[config.mk]
export PLATFORM = sky130hd
export DESIGN_NAME = pms_sequencer
export DESIGN_NICKNAME = d
export VERILOG_FILES = /design/src/pms_pkg.sv /design/src/pms_sync.sv /design/src/pms_timer.sv /design/src/pms_sequencer.sv
export SDC_FILE = /design/constraint.sdc
export NUM_CORES = 1
export LEC_CHECK = 0
export BUFFER_PORTS_ARGS = -buffer_cell sky130_fd_sc_hd__buf_2
export CAP_MARGIN = 20
export CORE_ASPECT_RATIO = 1.75
export CORE_MARGIN = 5
export CORE_UTILIZATION = 40
export CTS_CLUSTER_DIAMETER = 200
export DETAILED_ROUTE_END_ITERATION = 12
export PLACE_DENSITY = 0.66
export SYNTH_ARGS = -nofsm -noshare
export SYNTH_HDL_FRONTEND = slang
export SYNTH_SLANG_ARGS = --single-unit
[constraint.sdc]
create_clock -name mclk -period 2.05 [get_ports mclk]
set_clock_uncertainty 0.1 [all_clocks]
set_input_delay 0.41 -clock mclk [delete_from_list [all_inputs] [get_ports mclk]]
set_output_delay 0.41 -clock mclk [all_outputs]
set_load 0.1 [all_outputs]
[src/pms_pkg.sv]
// package: constants, types and timing for the power mode sequencer
package pms_pkg;

   // ----------------------------------------------------------------
   // timing
   // ----------------------------------------------------------------
   localparam int  CLK_HZ        = 40_000_000;
   localparam real RESET_HOLD_MS = 1.0;
   localparam real NREQ_TO_MS    = 150.0;
   localparam real VDD_LOW_MS    = 150.0;
   localparam int  RESET_HOLD_CYC = int'($ceil(RESET_HOLD_MS * CLK_HZ / 1000.0));
   localparam int  NREQ_TO_CYC    = int'($floor(NREQ_TO_MS * CLK_HZ / 1000.0));
   localparam int  VDD_LOW_CYC    = int'($ceil(VDD_LOW_MS * CLK_HZ / 1000.0));

   // ----------------------------------------------------------------
   // mode-select encodings
   // ----------------------------------------------------------------
   localparam logic [1:0] SEL_NORMAL = 2'h0;
   localparam logic [1:0] SEL_WD_CLR = 2'h1;
   localparam logic [1:0] SEL_STOP   = 2'h2;
   localparam logic [1:0] SEL_SLEEP  = 2'h3;

   // interrupt source bit positions
   localparam int SRC_UV   = 0;
   localparam int SRC_OV   = 1;
   localparam int SRC_TEMP = 2;
   localparam int SRC_LIN  = 3;
   localparam int SRC_HS   = 4;
   localparam int SRC_WAKE = 5;
   localparam int SRC_W    = 6;
   localparam logic [SRC_W-1:0] MASK_RST = 6'h3_F;

   typedef enum logic [2:0] {
      PMS_RESET, PMS_NREQ, PMS_NORMAL, PMS_STOP, PMS_SLEEP
   } pms_mode_e;

   // watchdog configuration pin strap
   typedef enum logic [1:0] {
      WDC_GROUND, WDC_RESISTOR, WDC_OPEN
   } pms_wdc_e;

   // raw condition inputs from analog monitors
   typedef struct packed {
      logic vdd_low;
      logic supply_uv;
      logic supply_ov;
      logic temp_warn;
      logic lin_overtemp;
      logic rx_short;
      logic hs_shutdown;
   } pms_mon_s;

   // wake sources from low-power modes
   typedef struct packed {
      logic wake_input;
      logic cyclic;
      logic forced;
      logic lin;
   } pms_wake_s;

   // one mode command written over spi
   typedef struct packed {
      logic       valid;
      logic [1:0] mode_select_bits;
   } pms_cmd_s;

   function automatic logic any_bit(input logic [SRC_W-1:0] v);
      return |v;
   endfunction

endpackage

[src/pms_sync.sv]
// two-flop synchroniser for asynchronous inputs
`timescale 1ns/1ps
module pms_sync #(
   parameter int W = 1
) (
   // clock and reset
   input  wire logic         mclk,
   input  wire logic         nrst,
   // data
   input  wire logic [W-1:0] d,
   output logic      [W-1:0] q
);
   logic [W-1:0] meta;

   always_ff @(posedge mclk or negedge nrst) begin
      if (!nrst) begin
         meta <= '0;
         q    <= '0;
      end else begin
         meta <= d;
         q    <= meta;
      end
   end
endmodule

[src/pms_timer.sv]
// up-counter that flags when a run condition has lasted a limit
`timescale 1ns/1ps
module pms_timer #(
   parameter int LIMIT = 4
) (
   // clock and reset
   input  wire logic mclk,
   input  wire logic nrst,
   // control
   input  wire logic run,
   output logic      done
);
   localparam int CW = $clog2(LIMIT + 1);
   logic [CW-1:0] cnt;

   initial begin
      if (LIMIT < 1) $error("timer limit must be positive");
   end

   // counter on the internal oscillator, limit from parameter
   always_ff @(posedge mclk or negedge nrst) begin
      if (!nrst) begin
         cnt  <= '0;
         done <= 1'b0;
      end else if (!run) begin
         cnt  <= '0;
         done <= 1'b0;
      end else if (cnt != CW'(LIMIT)) begin
         cnt  <= cnt + CW'(1);
         done <= (cnt == CW'(LIMIT - 1));
      end
   end
endmodule

[src/pms_sequencer.sv]
// operating mode sequencer with reset and interrupt line control
`timescale 1ns/1ps
module pms_sequencer
   import pms_pkg::*;
#(
   parameter int RESET_HOLD = pms_pkg::RESET_HOLD_CYC,
   parameter int NREQ_TO    = pms_pkg::NREQ_TO_CYC,
   parameter int VDD_LOW_T  = pms_pkg::VDD_LOW_CYC
) (
   // clock and power-on reset
   input  wire logic              mclk,
   input  wire logic              nrst,
   // configuration strap and monitors
   input  wire pms_pkg::pms_wdc_e watchdog_config_pin,
   input  wire pms_pkg::pms_mon_s mon,
   input  wire pms_pkg::pms_wake_s wake,
   input  wire logic              wd_fail,
   // spi register side
   input  wire pms_pkg::pms_cmd_s mode_control_reg,
   input  wire logic              timing_control_wr,
   input  wire logic [pms_pkg::SRC_W-1:0] interrupt_mask_reg,
   input  wire logic              interrupt_source_rd,
   output logic [pms_pkg::SRC_W-1:0] interrupt_source_reg,
   output pms_pkg::pms_mode_e     mode,
   output logic                   wd_enable,
   output logic                   battery_fail_flag,
   // pins
   input  wire logic              cs_n,
   input  wire logic              rst_n_in,
   output logic                   rst_n_out,
   output logic                   rst_n_oe,
   output logic                   irq_n_out,
   output logic                   irq_n_oe,
   // regulator and lin control
   output logic                   reg_on,
   output logic                   reg_limited,
   output logic                   lin_rx_only,
   output logic                   lin_tx_enable,
   input  wire logic              lin_tx_recessive
);
   import pms_pkg::*;

   initial begin
      if (RESET_HOLD < 1 || NREQ_TO < 1 || VDD_LOW_T < 1)
         $error("timing counts must be positive");
   end

   // ----------------------------------------------------------------
   // input synchronisers
   // ----------------------------------------------------------------
   localparam int NS = 11 + 4 + 3;
   logic [NS-1:0] raw_in;
   logic [NS-1:0] syn;
   assign raw_in = {mon, wake, cs_n, rst_n_in, lin_tx_recessive, 4'h0};

   pms_sync #(.W(NS)) u_sync (
      .mclk (mclk),
      .nrst (nrst),
      .d    (raw_in),
      .q    (syn)
   );

   pms_mon_s  mon_s;
   pms_wake_s wake_s;
   logic      cs_s;
   logic      rstpin_s;
   logic      txr_s;
   assign mon_s    = syn[NS-1 -: 7];
   assign wake_s   = syn[NS-8 -: 4];
   assign cs_s     = syn[6];
   assign rstpin_s = syn[5];
   assign txr_s    = syn[4];

   // ----------------------------------------------------------------
   // edge detect and reset source
   // ----------------------------------------------------------------
   logic cs_d;
   always_ff @(posedge mclk or negedge nrst) begin
      if (!nrst) begin
         cs_d <= 1'b1;
      end else begin
         cs_d <= cs_s;
      end
   end

   // own release is masked until the high level has come back through the synchroniser
   logic [1:0] rst_out_d;
   always_ff @(posedge mclk or negedge nrst) begin
      if (!nrst) begin
         rst_out_d <= 2'h0;
      end else begin
         rst_out_d <= {rst_out_d[0], rst_n_out};
      end
   end

   logic cs_rise;
   logic ext_rst;
   logic any_wake;
   pms_mode_e state;
   assign cs_rise  = cs_s && !cs_d;
   assign ext_rst  = !rstpin_s && rst_n_out && rst_out_d[1];
   assign any_wake = |wake_s;

   // reset condition: regulator low or external pin while not driving it
   logic rst_cond;
   assign rst_cond = mon_s.vdd_low || ext_rst;

   // ----------------------------------------------------------------
   // timers
   // ----------------------------------------------------------------
   logic hold_done;
   logic nreq_done;
   logic vddlow_done;

   pms_timer #(.LIMIT(RESET_HOLD)) u_hold (
      .mclk (mclk),
      .nrst (nrst),
      .run  (state == PMS_RESET && !rst_cond),
      .done (hold_done)
   );

   pms_timer #(.LIMIT(NREQ_TO)) u_nreq (
      .mclk (mclk),
      .nrst (nrst),
      .run  (state == PMS_NREQ),
      .done (nreq_done)
   );

   pms_timer #(.LIMIT(VDD_LOW_T)) u_vddlow (
      .mclk (mclk),
      .nrst (nrst),
      .run  (state == PMS_NORMAL && mon_s.vdd_low && !mon_s.supply_uv),
      .done (vddlow_done)
   );

   // ----------------------------------------------------------------
   // mode state machine
   // ----------------------------------------------------------------
   logic      timing_written;
   logic      sel_normal;
   logic      wd_clr;
   logic      stop_wake_irq;
   pms_mode_e next_state;

   assign sel_normal = mode_control_reg.valid
                       && mode_control_reg.mode_select_bits == SEL_NORMAL;
   assign wd_clr     = mode_control_reg.valid
                       && mode_control_reg.mode_select_bits == SEL_WD_CLR;

   always_comb begin
      next_state = state;
      case (state)
         PMS_RESET: begin
            if (mon_s.vdd_low && !mon_s.supply_uv && !ext_rst)
               next_state = PMS_SLEEP;
            else if (hold_done)
               next_state = (watchdog_config_pin == WDC_GROUND)
                            ? PMS_NORMAL : PMS_NREQ;
         end
         PMS_NREQ: begin
            if (rst_cond)
               next_state = PMS_RESET;
            else if (nreq_done)
               next_state = PMS_RESET;
            else if (sel_normal && timing_written)
               next_state = PMS_NORMAL;
         end
         PMS_NORMAL: begin
            if (vddlow_done)
               next_state = PMS_SLEEP;
            else if (rst_cond || (wd_enable && wd_fail))
               next_state = PMS_RESET;
            else if (mode_control_reg.valid
                     && mode_control_reg.mode_select_bits == SEL_SLEEP)
               next_state = PMS_SLEEP;
            else if (mode_control_reg.valid
                     && mode_control_reg.mode_select_bits == SEL_STOP)
               next_state = PMS_STOP;
         end
         PMS_STOP: begin
            if (mon_s.vdd_low || ext_rst)
               next_state = PMS_RESET;
            else if (any_wake || cs_rise)
               next_state = PMS_NREQ;
         end
         PMS_SLEEP: begin
            if (any_wake)
               next_state = PMS_RESET;
         end
         default: next_state = PMS_RESET;
      endcase
   end

   always_ff @(posedge mclk or negedge nrst) begin
      if (!nrst) begin
         state <= PMS_RESET;
      end else begin
         state <= next_state;
      end
   end

   // timing control register must be written before normal request can move to normal
   always_ff @(posedge mclk or negedge nrst) begin
      if (!nrst) begin
         timing_written <= 1'b0;
      end else if (state != PMS_NREQ) begin
         timing_written <= 1'b0;
      end else if (timing_control_wr) begin
         timing_written <= 1'b1;
      end
   end

   // ----------------------------------------------------------------
   // mode outputs
   // ----------------------------------------------------------------
   always_ff @(posedge mclk or negedge nrst) begin
      if (!nrst) begin
         mode        <= PMS_RESET;
         reg_on      <= 1'b1;
         reg_limited <= 1'b0;
         lin_rx_only <= 1'b1;
         wd_enable   <= 1'b0;
         rst_n_out   <= 1'b0;
         rst_n_oe    <= 1'b1;
      end else begin
         mode        <= next_state;
         reg_on      <= next_state != PMS_SLEEP;
         reg_limited <= next_state == PMS_STOP;
         lin_rx_only <= next_state != PMS_NORMAL;
         wd_enable   <= next_state == PMS_NORMAL
                        && watchdog_config_pin == WDC_RESISTOR;
         // open-drain reset: drive low only, released otherwise
         rst_n_out   <= !(next_state == PMS_RESET || next_state == PMS_SLEEP);
         rst_n_oe    <= next_state == PMS_RESET || next_state == PMS_SLEEP;
      end
   end

   // battery fail set only by power-on, cleared on source read
   always_ff @(posedge mclk or negedge nrst) begin
      if (!nrst) begin
         battery_fail_flag <= 1'b1;
      end else if (interrupt_source_rd) begin
         battery_fail_flag <= 1'b0;
      end
   end

   // ----------------------------------------------------------------
   // lin driver fault latch
   // ----------------------------------------------------------------
   logic lin_fault;
   logic lin_fault_now;
   assign lin_fault_now = mon_s.lin_overtemp || mon_s.rx_short || !txr_s;
   logic lin_latched;
   always_ff @(posedge mclk or negedge nrst) begin
      if (!nrst) begin
         lin_latched <= 1'b0;
      end else if (mon_s.lin_overtemp || mon_s.rx_short) begin
         lin_latched <= 1'b1;
      end else if (!lin_fault_now) begin
         lin_latched <= 1'b0;
      end
   end
   assign lin_fault = mon_s.lin_overtemp || mon_s.rx_short;

   always_ff @(posedge mclk or negedge nrst) begin
      if (!nrst) begin
         lin_tx_enable <= 1'b0;
      end else begin
         lin_tx_enable <= next_state == PMS_NORMAL && !lin_latched && !lin_fault;
      end
   end

   // ----------------------------------------------------------------
   // interrupt sources and line
   // ----------------------------------------------------------------
   logic [SRC_W-1:0] events;
   logic             irq_mode;
   assign irq_mode = (state == PMS_NORMAL || state == PMS_NREQ || state == PMS_STOP)
                     && rst_n_out;
   assign stop_wake_irq = state == PMS_STOP && next_state == PMS_NREQ
                          && any_wake;

   always_comb begin
      events           = '0;
      events[SRC_UV]   = mon_s.supply_uv;
      events[SRC_OV]   = mon_s.supply_ov;
      events[SRC_TEMP] = mon_s.temp_warn;
      events[SRC_LIN]  = lin_fault;
      events[SRC_HS]   = mon_s.hs_shutdown;
      events[SRC_WAKE] = stop_wake_irq;
      if (state == PMS_STOP)
         events[SRC_WAKE-1:0] = '0;
      events = events & interrupt_mask_reg;
   end

   // sticky sources; a new event wins over the read that clears
   always_ff @(posedge mclk or negedge nrst) begin
      if (!nrst) begin
         interrupt_source_reg <= '0;
      end else begin
         interrupt_source_reg <= (interrupt_source_rd ? '0 : interrupt_source_reg)
                                 | (irq_mode ? events : '0);
      end
   end

   // wake pending blocks other sources from raising the line
   logic wake_pending;
   assign wake_pending = interrupt_source_reg[SRC_WAKE];

   always_ff @(posedge mclk or negedge nrst) begin
      if (!nrst) begin
         irq_n_out <= 1'b1;
         irq_n_oe  <= 1'b0;
      end else if (!irq_mode) begin
         irq_n_out <= 1'b1;
         irq_n_oe  <= 1'b0;
      end else if (events[SRC_WAKE]) begin
         // a one-cycle wake event must not be lost to a read in the same cycle
         irq_n_out <= 1'b0;
         irq_n_oe  <= 1'b1;
      end else if (interrupt_source_rd) begin
         irq_n_out <= 1'b1;
         irq_n_oe  <= 1'b0;
      end else if (!wake_pending && any_bit(events)) begin
         irq_n_out <= 1'b0;
         irq_n_oe  <= 1'b1;
      end
   end

   logic unused;
   assign unused = wd_clr ^ (|syn[3:0]) ^ (|MASK_RST);
endmodule

[Word-level counts from Yosys, hierarchy flattened]
Index checks and enable logic that the tools add are counted.
Storage, ports and cells
  word-level logic and storage cells: 140
  input port bits: 30
  register bits: 117
Operators by class
  equality and inequality tests: 25
  muxes and demuxes: 41
  add/sub/neg operators: 3
  reductions and logical operators: 45
  bitwise logic cells: 2
Operators by type and width (number)
  23-bit two-way mux: 4
  23-bit by 1-bit adder with 23-bit output (second input constant): 2
  23-bit == test (second input constant): 2
  23-bit inequality test (second input constant): 2
  3-bit two-way mux: 12
  16-bit two-way mux: 2
  1-bit logical AND: 20
  1-bit two-way mux: 18
  16-bit by 1-bit adder with 16-bit output (second input constant): 1
  16-bit == test (second input constant): 1
  16-bit inequality test (second input constant): 1
  3-bit one-hot mux with 5 select lines: 1
  3-bit by 2-bit == test with 1-bit output (second input constant): 4
  6-bit two-way mux: 2
  1-bit zero test: 10
  1-bit logical OR: 8
  2-bit inequality test (second input constant): 4
  6-bit bitwise AND: 1
  3-bit by 1-bit == test with 1-bit output (second input constant): 2
  3-bit == test (second input constant): 2
  3-bit zero test: 2
  6-bit OR: 1
  6-bit OR reduction: 1
  5-bit two-way mux: 1
  10 further kinds: 12

[Longest topological paths before layout]
Gate-level depths: netlist of the first run.
  depth in word-level cells: 18
  gate-level depth with buffers: 8

[Modules after synthesis]
Synthesis of the first run repeated with hierarchy kept, for this count alone.
Unflattened totals
  cells, all modules: 519
  area total of the unflattened synthesis: 5574.1 um^2
Modules (own cells, without submodules)
  pms_timer (u_nreq ...): area an instance 1282.5 um^2, times used 2, cells each 135
  pms_sequencer: area an instance 1159.9 um^2, times used 1, cells each 111
  pms_timer (u_hold): area an instance 948.4 um^2, times used 1, cells each 102
  pms_sync: area an instance 900.9 um^2, times used 1, cells each 36

[Least setup slack after synthesis of the first run]
No wires, ideal clock.
  path type: register to register
  start point: register mode[0] (netlist name)
  end point: register lin_tx_enable
  required time: 1.808 ns
  path buffers: 2
  arrival time: 2.389 ns
  slack: -0.581 ns
  cell stages (with the launch flop): 9
  cell sequence: dfrtp_1 > clkbuf_2 > or3b_1 > buf_2 > or3_1 > a31oi_1 > nor2_1 > inv_2 > nor4b_1
RTL lines
  to (signal assigned): line pms_sequencer.sv:269  | lin_tx_enable <= next_state == PMS_NORMAL && !lin_latched && !lin_fault;
  to (decl): line pms_sequencer.sv:38  | output logic lin_tx_enable,

[Worst setup path in the final report of the first run]
  start point: register u_nreq.cnt[9]
  end point: register u_nreq.cnt[1]
On the way
  cells in the longest elaborated chain, start to end: 2
Ends and longest elaborated chain
  from (decl): line pms_timer.sv:14  | logic [CW-1:0] cnt;
  from (signal assigned): line pms_timer.sv:29  | cnt <= cnt + CW'(1);
  23-bit inequality test: line pms_timer.sv:28  | end else if (cnt != CW'(LIMIT)) begin
  2-bit inequality test (no source line)
Every way passes these cells.
A chain may end at the register's enable or synchronous reset.

==> summary.md, run 1 <==
| Metric | Value |
|---|---|
| Status | complete, but fails checks |
| Failing checks | setup timing |
| Delay-heaviest family, CP | simple AND/OR/NAND/NOR gates |
| DR pass1 iterations | 5 |
| Max-cap violation count | 0 |
| H-tree levels | 4 |
| Top cell type by total area after synthesis | dfrtp_1 |
| Inserted Diodes | 0 |
| Worst setup EP type | flip-flop |
| Setup TNS | -0.0533 ns |
| Crit-path max FO | 3 |
| Pwr per Cell Area | slightly above 800 nW/um^2 |
| Setup slack after layout | -0.0533 ns |
| Relative slew slack | about two thirds |
| Post-Syn Area per Cell | around 11 sq um |
| Detail Placement HPWL | ~7800 um |
| Syn Inst Count | about 480 |
| Vias/cell | 5.05 |
| Placed cell count | a little over 700 |
| R2R Path Start | u_nreq.cnt[9] |
| Clock power share | about 53% |
| Critical path class | reg -> reg |
| Most frequent cells in the layout | 107 x dfrtp_1, 64 x nor2_1, 47 x buf_2, 30 x xnor2_1, 28 x buf_4 |
| Worst Max-Slew Pin Slew | just over 0.5 ns |
| ANT nets after route | 0 |
| IO Count | 49 |
| Share of layout cells above drive strength 1 | around a quarter |
| CP max stage delay | between 0.5 and 0.6 ns |
| Tmin final | about 2.1 ns |
| Yosys top cell area share | between 50% and 60% |
| Die area | between 15000 and 20000 sq um |
| All-Layer GR Usage | 15.5% |
| Hold Path Origin | mon[0] |
| RSZ-0062 raised after global routing | true |
| Hold Path Class | in -> reg |
| Distinct cells, synth | 53 |
| Switch Pwr | ~1.3 mW |
| Clock Latency Late Sink | just over 0.4 ns |
| Hold slack | around 0.018 ns |
| Seq pwr share | between 40% and 50% |
| Mapped Nets | roughly 520 |
| Initial detailed-routing violation count | 190 |
| P_leak | between 2 and 3 nW |
| Synthesized area | approximately 5100 sq um |
| Comb pwr share | under 10% |
| Count of flip-flops with a built-in enable after synthesis | 0 |
| Max VDD drop | about 0.6 mV |
| Max Slew Vio Count | 0 |
| CTS Buffer Depth | 2 |
| WP data required | approximately 2.2 ns |
| Pre-CTS setup slack | -0.0157 ns |
| Post-synthesis register bit count | 117 |
| Startpoint class of the critical path | flip-flop |
| Synthesis-to-layout area growth | 27.0% |
| Fraction of registers with async set/reset | between 90% and 100% |
| DRC | 0 |
| CP Cell Sequence | or4b_1 -> or4_4 -> nor2_4 -> mux2i_1 -> nor2_2 |
| GRT overflow | 0 |
| NumNets Final | between 600 and 700 |
| Die height | ~160 um |
| DIE WIDTH | ~96 um |
| Worst-path clk slew | approximately 0.060 ns |
| Max Fclk | ~480 MHz |
| Initial antenna violation count | 0 |
| Crit path from | u_nreq.cnt[9] |
| Via Count | 3812 |
| Tcrit/Tclk final | 103% |
| Biggest regs | u_nreq.cnt: 23 flops, u_vddlow.cnt: 23 flops, u_hold.cnt: 16 flops |
| Final cell count without fillers | between 700 and 800 |
| Starting Density | between 40 and 50% |
| Num CTS Buffers | 17 |
| Vias in the first global route | 4013 |
| Avg WL per Cell | 14.5 um |
| Fillers | 1086 |
| First-pass GRT wire length | 18800 um |
| CTS tree | yes |
| Number of clock sinks seen by CTS | 117 |
| Endpoints failing setup | 1 |
| RD Place Congestion | between 0.8 and 0.9 |
| Row cnt | 54 |
| Pin count of the biggest net entering global routing | 47 |
| Commonest non-fill, non-tap cell in the layout | dfrtp_1 |
| Port Buffers | 48 |
| Buffers & Inverters on Critical Path | 0 |
| Final Util | between 50% and 60% |
| Pint | just over 4 mW |
| Slowest-stage cell, CP | or4_4 |
| Root Driver | clkbuf_16 |
| Core Region | around 12000 sq um |
| Top post-synthesis cells by area | dfrtp_1 54%, xnor2_1 5.1%, nor2_1 4.7% |
| Final wirelength | 10900 um |
| Final Hold Fails | 0 |
| Top_reg_cell synth | dfrtp_1 |
| Yosys warning count | 0 |
| Sw Ratio | between 20% and 30% |
| Crit path arrival time | between 2 and 2.5 ns |
| Sequential fraction of the synthesis area | between 50% and 60% |
## metrics by stage
| step | power [mW] | cell area (sq um) |
|---|---|---|
| 3_5_place_dp | 2.57 | 5730 |
| 2_1_floorplan | 2.46 | 5160 |
| 6_report | 5.41 | 6500 |
| 4_1_cts | 5.46 | 6440 |
| 5_1_grt | 5.59 | 6500 |
| 3_3_place_gp | 2.57 | 5730 |
## per-layer routing
metal	vias to the layer above	share of wire [%]	track usage, %
met5	-	0	0
met4	0	2.2	6.15
met1	1882	40	18.0
li1	1840	-	-
met2	71	54	27.2
met3	19	3.0	3.20
## cell usage after synthesis (7+ instances only)
master and instances:
a21oi_1 16, and4_1 8, clkbuf_1 10, dfrtp_1 111, inv_1 26, nand2_1 27
nand2b_1 7, nand3_1 19, nand4_1 9, nor2_1 64, nor3_1 19, nor4_1 8
o21ai_0 12, or3_1 12, xnor2_1 30, xor2_1 18
## power by group through the flow
| stage | registers, mW | clock network [mW] | logic (mW) |
|---|---|---|---|
| after detailed placement | 2.41 | 0 | 0.165 |
| final | 2.37 | 2.86 | 0.179 |
| after CTS | 2.37 | 2.91 | 0.182 |
| after global routing | 2.37 | 3.01 | 0.201 |
| after global placement | 2.41 | 0 | 0.160 |
| after floorplan | 2.42 | 0 | 0.0444 |
## timing repair
item,in CTS,in global routing
setup buffers,2,2
pin swaps,2,5
hold buffers,11,1
resized for setup,0,8
endpoints found under the setup margin,1,22
hold endpoints to repair,35,1
## worst paths after layout
path | endpoint | slack [ns] | cells past startpoint
max reg2reg | u_nreq.cnt[1] | -0.05 | 5
max in group asynchronous | u_nreq.cnt[11] | 0.75 | 4
min | u_sync.meta[11] | 0.02 | 1
min in group asynchronous | interrupt_source_reg[1] | 0.37 | 2
max | u_nreq.cnt[1] | -0.05 | 5
min reg2reg | u_sync.q[14] | 0.25 | 0
## layout make-up
class	count	area, sq um	area share [%]
Timing Repair Buffer	89	606	9.31
Inverter	27	101	1.56
Tap cell	168	210	3.23
Clock inverter	14	144	2.21
Multi-Input combinational cell	322	2050	31.6
Sequential cell	117	2950	45.3
Clock buffer	18	439	6.75
## logic make-up after synthesis
logic type / Yosys count / synth area share (%)
AO/OA/AOI/OAI: 45 / 5.20
XOR/XNOR: 48 / 8.21
adder cells (fa/ha/maj): 6 / 1.47
buffers and inverters: 44 / 3.49
flip-flops: 117 / 57.3
multiplexers: 3 / 0.586
AND/OR/NAND/NOR: 220 / 23.7
Power figures use the tool's default switching activity.
==> inputs of run 2 (changes only) <==
ABC_AREA = 1   (was not set)
CELL_PAD_IN_SITES_DETAIL_PLACEMENT = 2   (was not set)
CELL_PAD_IN_SITES_GLOBAL_PLACEMENT = 2   (was not set)
CORE_UTILIZATION = 33   (was 40)
PLACE_DENSITY = 0.82   (was 0.66)
RECOVER_POWER = 100   (was not set)
==> run 2 against run 1 <==
Compared with the run above:
- the run now ends clean
- area after synthesis increased by 5.3%
- critical path type unchanged
- largest power group unchanged
- critical path depth up 5
- fmax is 8.1% higher
- largest cell class unchanged
- global-route usage grew 6.3 points
==> summary.md, run 2 <==
| Metric | Value |
|---|---|
| Status | finished clean |
| Clock Latency Late Sink | ~0.42 ns |
| Buffers & Inverters on Critical Path | 2 |
| Slowest-stage cell, CP | dfrtp_1 |
| Starting Density | between 30% and 40% |
| Most frequent cells in the layout | 108 x dfrtp_1, 101 x nand2_1, 85 x nor2_1, 81 x inv_1, 47 x nand3_1 |
| CP max stage delay | ~0.40 ns |
| Top post-synthesis cells by area | dfrtp_1 51%, nand2_1 7.2%, nor2_1 6.3% |
| Yosys top cell area share | 51.5% |
| DR pass1 iterations | 4 |
| Max Fclk | about 500 MHz |
| NumNets Final | 754 |
| Final wirelength | just under 20000 um |
| Top_reg_cell synth | dfrtp_1 |
| Yosys warning count | 0 |
| Die height | between 150 and 200 um |
| Port Buffers | 48 |
| WP data required | between 2 and 2.5 ns |
| Vias in the first global route | between 5000 and 6000 |
| Power after layout | slightly above 6 mW |
| Endpoints failing setup | 0 |
| Via Count | a little under 5000 |
| Distinct cells, synth | 40 |
| Worst setup EP type | flip-flop |
| Most frequent cell after synthesis | dfrtp_1 |
| Crit path top cell by count | nand2_1 |
| Number of clock sinks seen by CTS | around 120 |
| Die area | ~19000 sq um |
| Delay-heaviest family, CP | simple AND/OR/NAND/NOR gates |
| Max-cap violation count | 0 |
| Pin count of the biggest net entering global routing | 36 |
| Num CTS Buffers | 17 |
| Vias/cell | ~5.3 |
| Inserted Diodes | 0 |
| Commonest non-fill, non-tap cell in the layout | dfrtp_1 |
| Share of layout cells above drive strength 1 | between 10% and 20% |
| Max Slew Vio Count | 0 |
| Tmin final | slightly below 2 ns |
| RD Place Congestion | 0.897 |
| Post-CTS Setup Inserts | 0 |
| Avg WL per Cell | ~22 um |
| Final Util | between 40% and 50% |
| Mapped Nets | approximately 670 |
| Detail Placement HPWL | about 13000 um |
| Worst Max-Slew Pin Slew | 0.974 ns |
| Final Hold Fails | 0 |
| Tcrit/Tclk final | 95.0% |
| DIE WIDTH | 107 um |
| Root Driver | clkbuf_16 |
| Core Region | around 16000 sq um |
| Startpoint class of the critical path | flip-flop |
| Setup slack after layout | 0.103 ns |
| Crit-path max FO | 6 |
| DRC | 0 |
| First-pass GRT wire length | approximately 32000 um |
| Post-Syn Area per Cell | between 8 and 9 sq um |
| Post-synthesis register bit count | 117 |
| Hold Path Class | in -> reg |
| Synthesis-to-layout area growth | 24.9% |
| Relative slew slack | between 30% and 40% |
| Biggest regs | u_nreq.cnt: 23 flops, u_vddlow.cnt: 23 flops, u_hold.cnt: 16 flops |
| Count of flip-flops with a built-in enable after synthesis | 0 |
| CP Cell Sequence | ha_1 -> nand3_1 -> inv_2 -> nand2_1 -> nor2_1 -> and2_1 -> nand2_1 -> inv_1 -> o21ai_0 -> a21oi_1 |
| GRT overflow | 0 |
| Initial detailed-routing violation count | 145 |
| Post-synth top cells | 111 x dfrtp_1, 103 x nand2_1, 91 x nor2_1 |
| Max VDD drop | ~0.53 mV |
| Crit path from | u_nreq.cnt[0] |
| P_leak | 3.05 nW |
| ANT nets after route | 0 |
| Crit path arrival time | ~2.2 ns |
| Setup TNS | 0 ns |
| Hold Path Origin | mon[5] |
| Worst-path clk slew | ~0.06 ns |
| Pwr per Cell Area | 913 nW/um^2 |
| Fraction of registers with async set/reset | between 90% and 100% |
| Fillers | around 1800 |
| Sequential fraction of the synthesis area | between 50% and 60% |
| IO Count | 49 |
| All-Layer GR Usage | between 20% and 30% |
| CTS Buffer Depth | 2 |
| H-tree levels | 4 |
| Row cnt | 62 |
| Syn Inst Count | 631 |
| Top cell type by total area after synthesis | dfrtp_1 |
| Synthesized area | roughly 5400 sq um |
| Pre-CTS setup slack | about 0.076 ns |
| R2R Path Start | u_nreq.cnt[0] |
| Critical path class | reg -> reg |
| Hold slack | between 0.01 and 0.015 ns |
| Initial antenna violation count | 0 |
| CTS tree | yes |
-- run 2: cell types whose count changed after synthesis, moves of 16 or more --
cell	delta
nor2_1	+27
inv_1	+55
nand2_1	+76
xnor2_1	-28
a21oi_1	+21
o21ai_0	+16
nand3_1	+29
-- run 2: per-layer routing --
metal	GRT usage [%]	wire [um]
met1	22.1	7190
met2	43.3	11400
met3	3.17	478
met4	9.65	810
met5	0	0
-- run 2: final timing paths --
check	endpoint	slack, ns	cells past startpoint
min in group asynchronous	u_nreq.cnt[15]	0.58	2
hold / removal	u_sync.meta[16]	0.01	1
setup / recovery	u_nreq.cnt[22]	0.10	10
max in group asynchronous	cs_d	0.22	3
setup reg to reg	u_nreq.cnt[22]	0.10	10
hold reg to reg	u_sync.q[7]	0.25	0
-- run 2: per-stage QoR --
step | cell area, sq um | instances
after floorplan | 5400 | 631
after detailed placement | 5960 | 878
after global routing | 6740 | 923
final | 6740 | 923
after global placement | 5960 | 878
after CTS | 6710 | 923
-- run 2: final cells by class --
class / count / area, sq um / share of cell area, %
Clock inverter: 15 / 194 / 2.88
Timing Repair Buffer: 72 / 454 / 6.74
Multi-Input combinational cell: 418 / 2140 / 31.7
Clock buffer: 17 / 425 / 6.32
Inverter: 92 / 345 / 5.13
Sequential cell: 117 / 2940 / 43.6
Tap cell: 192 / 240 / 3.57
-- run 2: cells by family (layout without fill, tap and decap cells) --
kind of cell	after synthesis	after routing	synth area share, %
compound gates	93	93	9.14
xor+xnor	8	8	1.30
fa+ha+maj	6	6	1.39
buf+inv	96	196	6.91
flops	117	117	54.4
simple gates	311	311	26.8
-- run 2: report_power, final --
group          internal, mW  total, mW  switching [mW]  leakage (nW)
combinational         0.107      0.470           0.363          1.21
clock                  1.95       3.24            1.29         0.299
sequential             2.38       2.44          0.0586          1.54
total                  4.44       6.15            1.71          3.05
-- run 2: what timing repair did --
item | CTS | global route
pin swaps | 0 | 0
cloned | 0 | 0
gates resized for setup | 1 | 14
setup endpoints to repair | 2 | 16
endpoints found under the hold margin | 42 | 0
hold buffers | 13 | 0
-- run 2: worst register-to-register path: cells and delay by family (launching register included) --
family          cells  cell delay [ns]
simple gates        5             0.69
flops               1             0.40
buf+inv             2             0.24
fa+ha+maj           1             0.22
compound gates      2             0.21
==> inputs of run 3 (changes only) <==
CORE_UTILIZATION = 36   (was 33)
PLACE_DENSITY = 0.85   (was 0.82)
clock period = 1.9 ns   (was 2.05 ns; I/O delays follow)
==> run 3 against run 2 <==
Compared with the run above:
- combinational power rose by 31%
- critical path type unchanged
- the flow now finishes with violations (setup timing)
- cell area rose by 7.1%
- fmax fell by 7.9%
- global-route usage rose by 5.1 points
- count of clock-buffer cells in the layout did not move
- total power rose by 12%
- non-clock buffer count rose by 30
- register-to-register slack got worse by 0.32 ns
- clock power rose by 12%
- sequential power rose by 8.6%
==> summary.md, run 3 (synthesized netlist as in run 2, its figures left out) <==
| Metric | Value |
|---|---|
| Pwr per Cell Area | between 900 and 1000 nW/um^2 |
| Worst-path clk slew | approximately 0.060 ns |
| Via Count | 5285 |
| CP max stage delay | about 0.45 ns |
| Final wirelength | 25500 um |
| H-tree levels | 4 |
| Port Buffers | 48 |
| Worst Hold End | timing_written |
| All-Layer GR Usage | a little over a quarter |
| Row cnt | 59 |
| Num CTS Buffers | 17 |
| Initial detailed-routing violation count | around 230 |
| Inserted Diodes | 0 |
| Relative slew slack | roughly 50% |
| Register area | about 3000 sq um |
| Share of layout cells above drive strength 1 | approximately 28% |
| Placed cell count | 873 |
| ANT nets after route | 0 |
| Starting Density | 36.4% |
| Die area | between 15000 and 20000 sq um |
| Most frequent cells in the layout | 98 x dfrtp_1, 96 x nand2_1, 79 x inv_1, 76 x nor2_1, 44 x buf_2 |
| WP data required | ~2.1 ns |
| RD Place Congestion | 0.845 |
| R2R cell count | 9 |
| Delay-heaviest family, CP | simple AND/OR/NAND/NOR gates |
| Tmin final | 2.11 ns |
| NumNets Final | 784 |
| First-pass GRT wire length | roughly 35000 um |
| Crit path arrival time | roughly 2.3 ns |
| Status | complete, but fails checks |
| Die height | around 170 um |
| Worst Max-Slew Pin Slew | slightly below 0.8 ns |
| DR pass1 iterations | 4 |
| Fillers | about 1600 |
| Root Driver | clkbuf_16 |
| Hold Path Class | in -> reg |
| Initial antenna violation count | 0 |
| Hold slack | between 0.09 and 0.1 ns |
| Detail Placement HPWL | between 10000 and 15000 um |
| Endpoints failing setup | 5 |
| DRC | 0 |
| Final Hold Fails | 0 |
| DIE WIDTH | between 100 and 150 um |
| Slowest-stage cell, CP | dfrtp_2 |
| Max-cap violation count | 0 |
| Pin count of the biggest net entering global routing | 52 |
| IO Count | 49 |
| Avg WL per Cell | approximately 27 um |
| RSZ-0062 raised after global routing | true |
| Failing checks | setup timing |
| Reg-to-reg endpoint | u_hold.cnt[2] |
| Commonest non-fill, non-tap cell in the layout | dfrtp_1 |
| P_leak | about 3.3 nW |
| Reg2reg setup slack | -0.21 ns |
| Area of the multi-input gates | ~2300 sq um |
| Max VDD drop | approximately 0.53 mV |
| GRT overflow | 0 |
| Crit. path cell count | 9 |
| Max Fclk | around 470 MHz |
| Final cell count without fillers | about 940 |
| Setup slack after layout | -0.213 ns |
| Vias in the first global route | 6200 |
| Crit path top cell by count | inv_1 |
| Vias/cell | ~5.6 |
| Final Util | roughly half |
| Core Region | approximately 15000 sq um |
| Buffers & Inverters on Critical Path | 3 |
| CP Cell Sequence | inv_1 -> ha_1 -> nand3_1 -> nor3_2 -> nand2_1 -> inv_2 -> nor2_1 -> o21ai_0 -> inv_1 |
| Hold depth | 3 |
| Critical path class | reg -> reg |
| Clock Latency Late Sink | between 0.4 and 0.5 ns |
| Biggest regs | u_nreq.cnt: 23 flops, u_vddlow.cnt: 23 flops, u_hold.cnt: 16 flops |
| R2R Path Start | u_hold.cnt[0] |
| Number of clock sinks seen by CTS | roughly 120 |
| CTS Buffer Depth | 2 |
| Tcrit/Tclk final | 111% |
| Startpoint class of the critical path | flip-flop |
| Worst setup EP type | flip-flop |
| Synthesis-to-layout area growth | 33.8% |
| Max Slew Vio Count | 0 |
| Setup TNS | -0.531 ns |
| Crit-path max FO | 5 |
| CTS tree | yes |
| Hold Path Origin | timing_control_wr |
## run 3: stage by stage
stage          cell area (sq um)  power [mW]  worst slack [ns]
6_report                    7220        6.89            -0.213
4_1_cts                     6840        6.75           -0.0470
3_5_place_dp                5990        3.16           0.00499
5_1_grt                     7220        7.09            -0.241
2_1_floorplan               5400        2.95            0.0230
3_3_place_gp                5990        3.12            0.0931
## run 3: final cells by class
| type | instances | share of cell area [%] |
|---|---|---|
| Clock buffer | 17 | 5.90 |
| Clock inverter | 14 | 2.79 |
| Inverter | 92 | 4.86 |
| Multi-Input combinational cell | 418 | 32.5 |
| Sequential cell | 117 | 40.9 |
| Tap cell | 183 | 3.17 |
| Timing Repair Buffer | 102 | 9.90 |
## run 3: worst max path at each step
| stage | from | end | slack (ns) |
|---|---|---|---|
| final | u_hold.cnt[0] | u_hold.cnt[2] | -0.21 |
| after global routing | u_hold.cnt[0] | u_hold.cnt[2] | -0.24 |
| after CTS | u_nreq.cnt[1] | u_nreq.cnt[20] | -0.05 |
| after detailed placement | u_vddlow.cnt[0] | u_vddlow.cnt[16] | 0.005 |
| after global placement | u_vddlow.cnt[8] | u_vddlow.cnt[21] | 0.09 |
| after floorplan | wd_enable | irq_n_oe | 0.02 |
## run 3: worst reg2reg max path: stages (launching register included)
cell	delay (ns)
dfrtp_2	0.45
inv_1	0.15
ha_1	0.18
nand3_1	0.09
nor3_2	0.22
nand2_1	0.17
inv_2	0.12
nor2_1	0.06
o21ai_0	0.36
inv_1	0.10
## run 3: where the power goes
group          internal [mW]  total, mW  switching [mW]
Sequential              2.57       2.65          0.0809
Combinational          0.170      0.617           0.447
Clock                   2.21       3.62            1.42
Total                   4.95       6.89            1.94
## run 3: layer usage
metal | GRT usage, % | part of all wire (%)
met5 | 0 | 0
met4 | 16.6 | 4.7
met3 | 4.60 | 2.9
met2 | 50.3 | 57
met1 | 26.8 | 35
## run 3: timing repair
action | CTS | global route
pin swaps | 4 | 11
gates cloned | 0 | 0
hold endpoints to repair | 39 | 0
hold buffers | 16 | 0
setup endpoints to repair | 9 | 40
buffers inserted | 1 | 22
resized for setup | 11 | 63
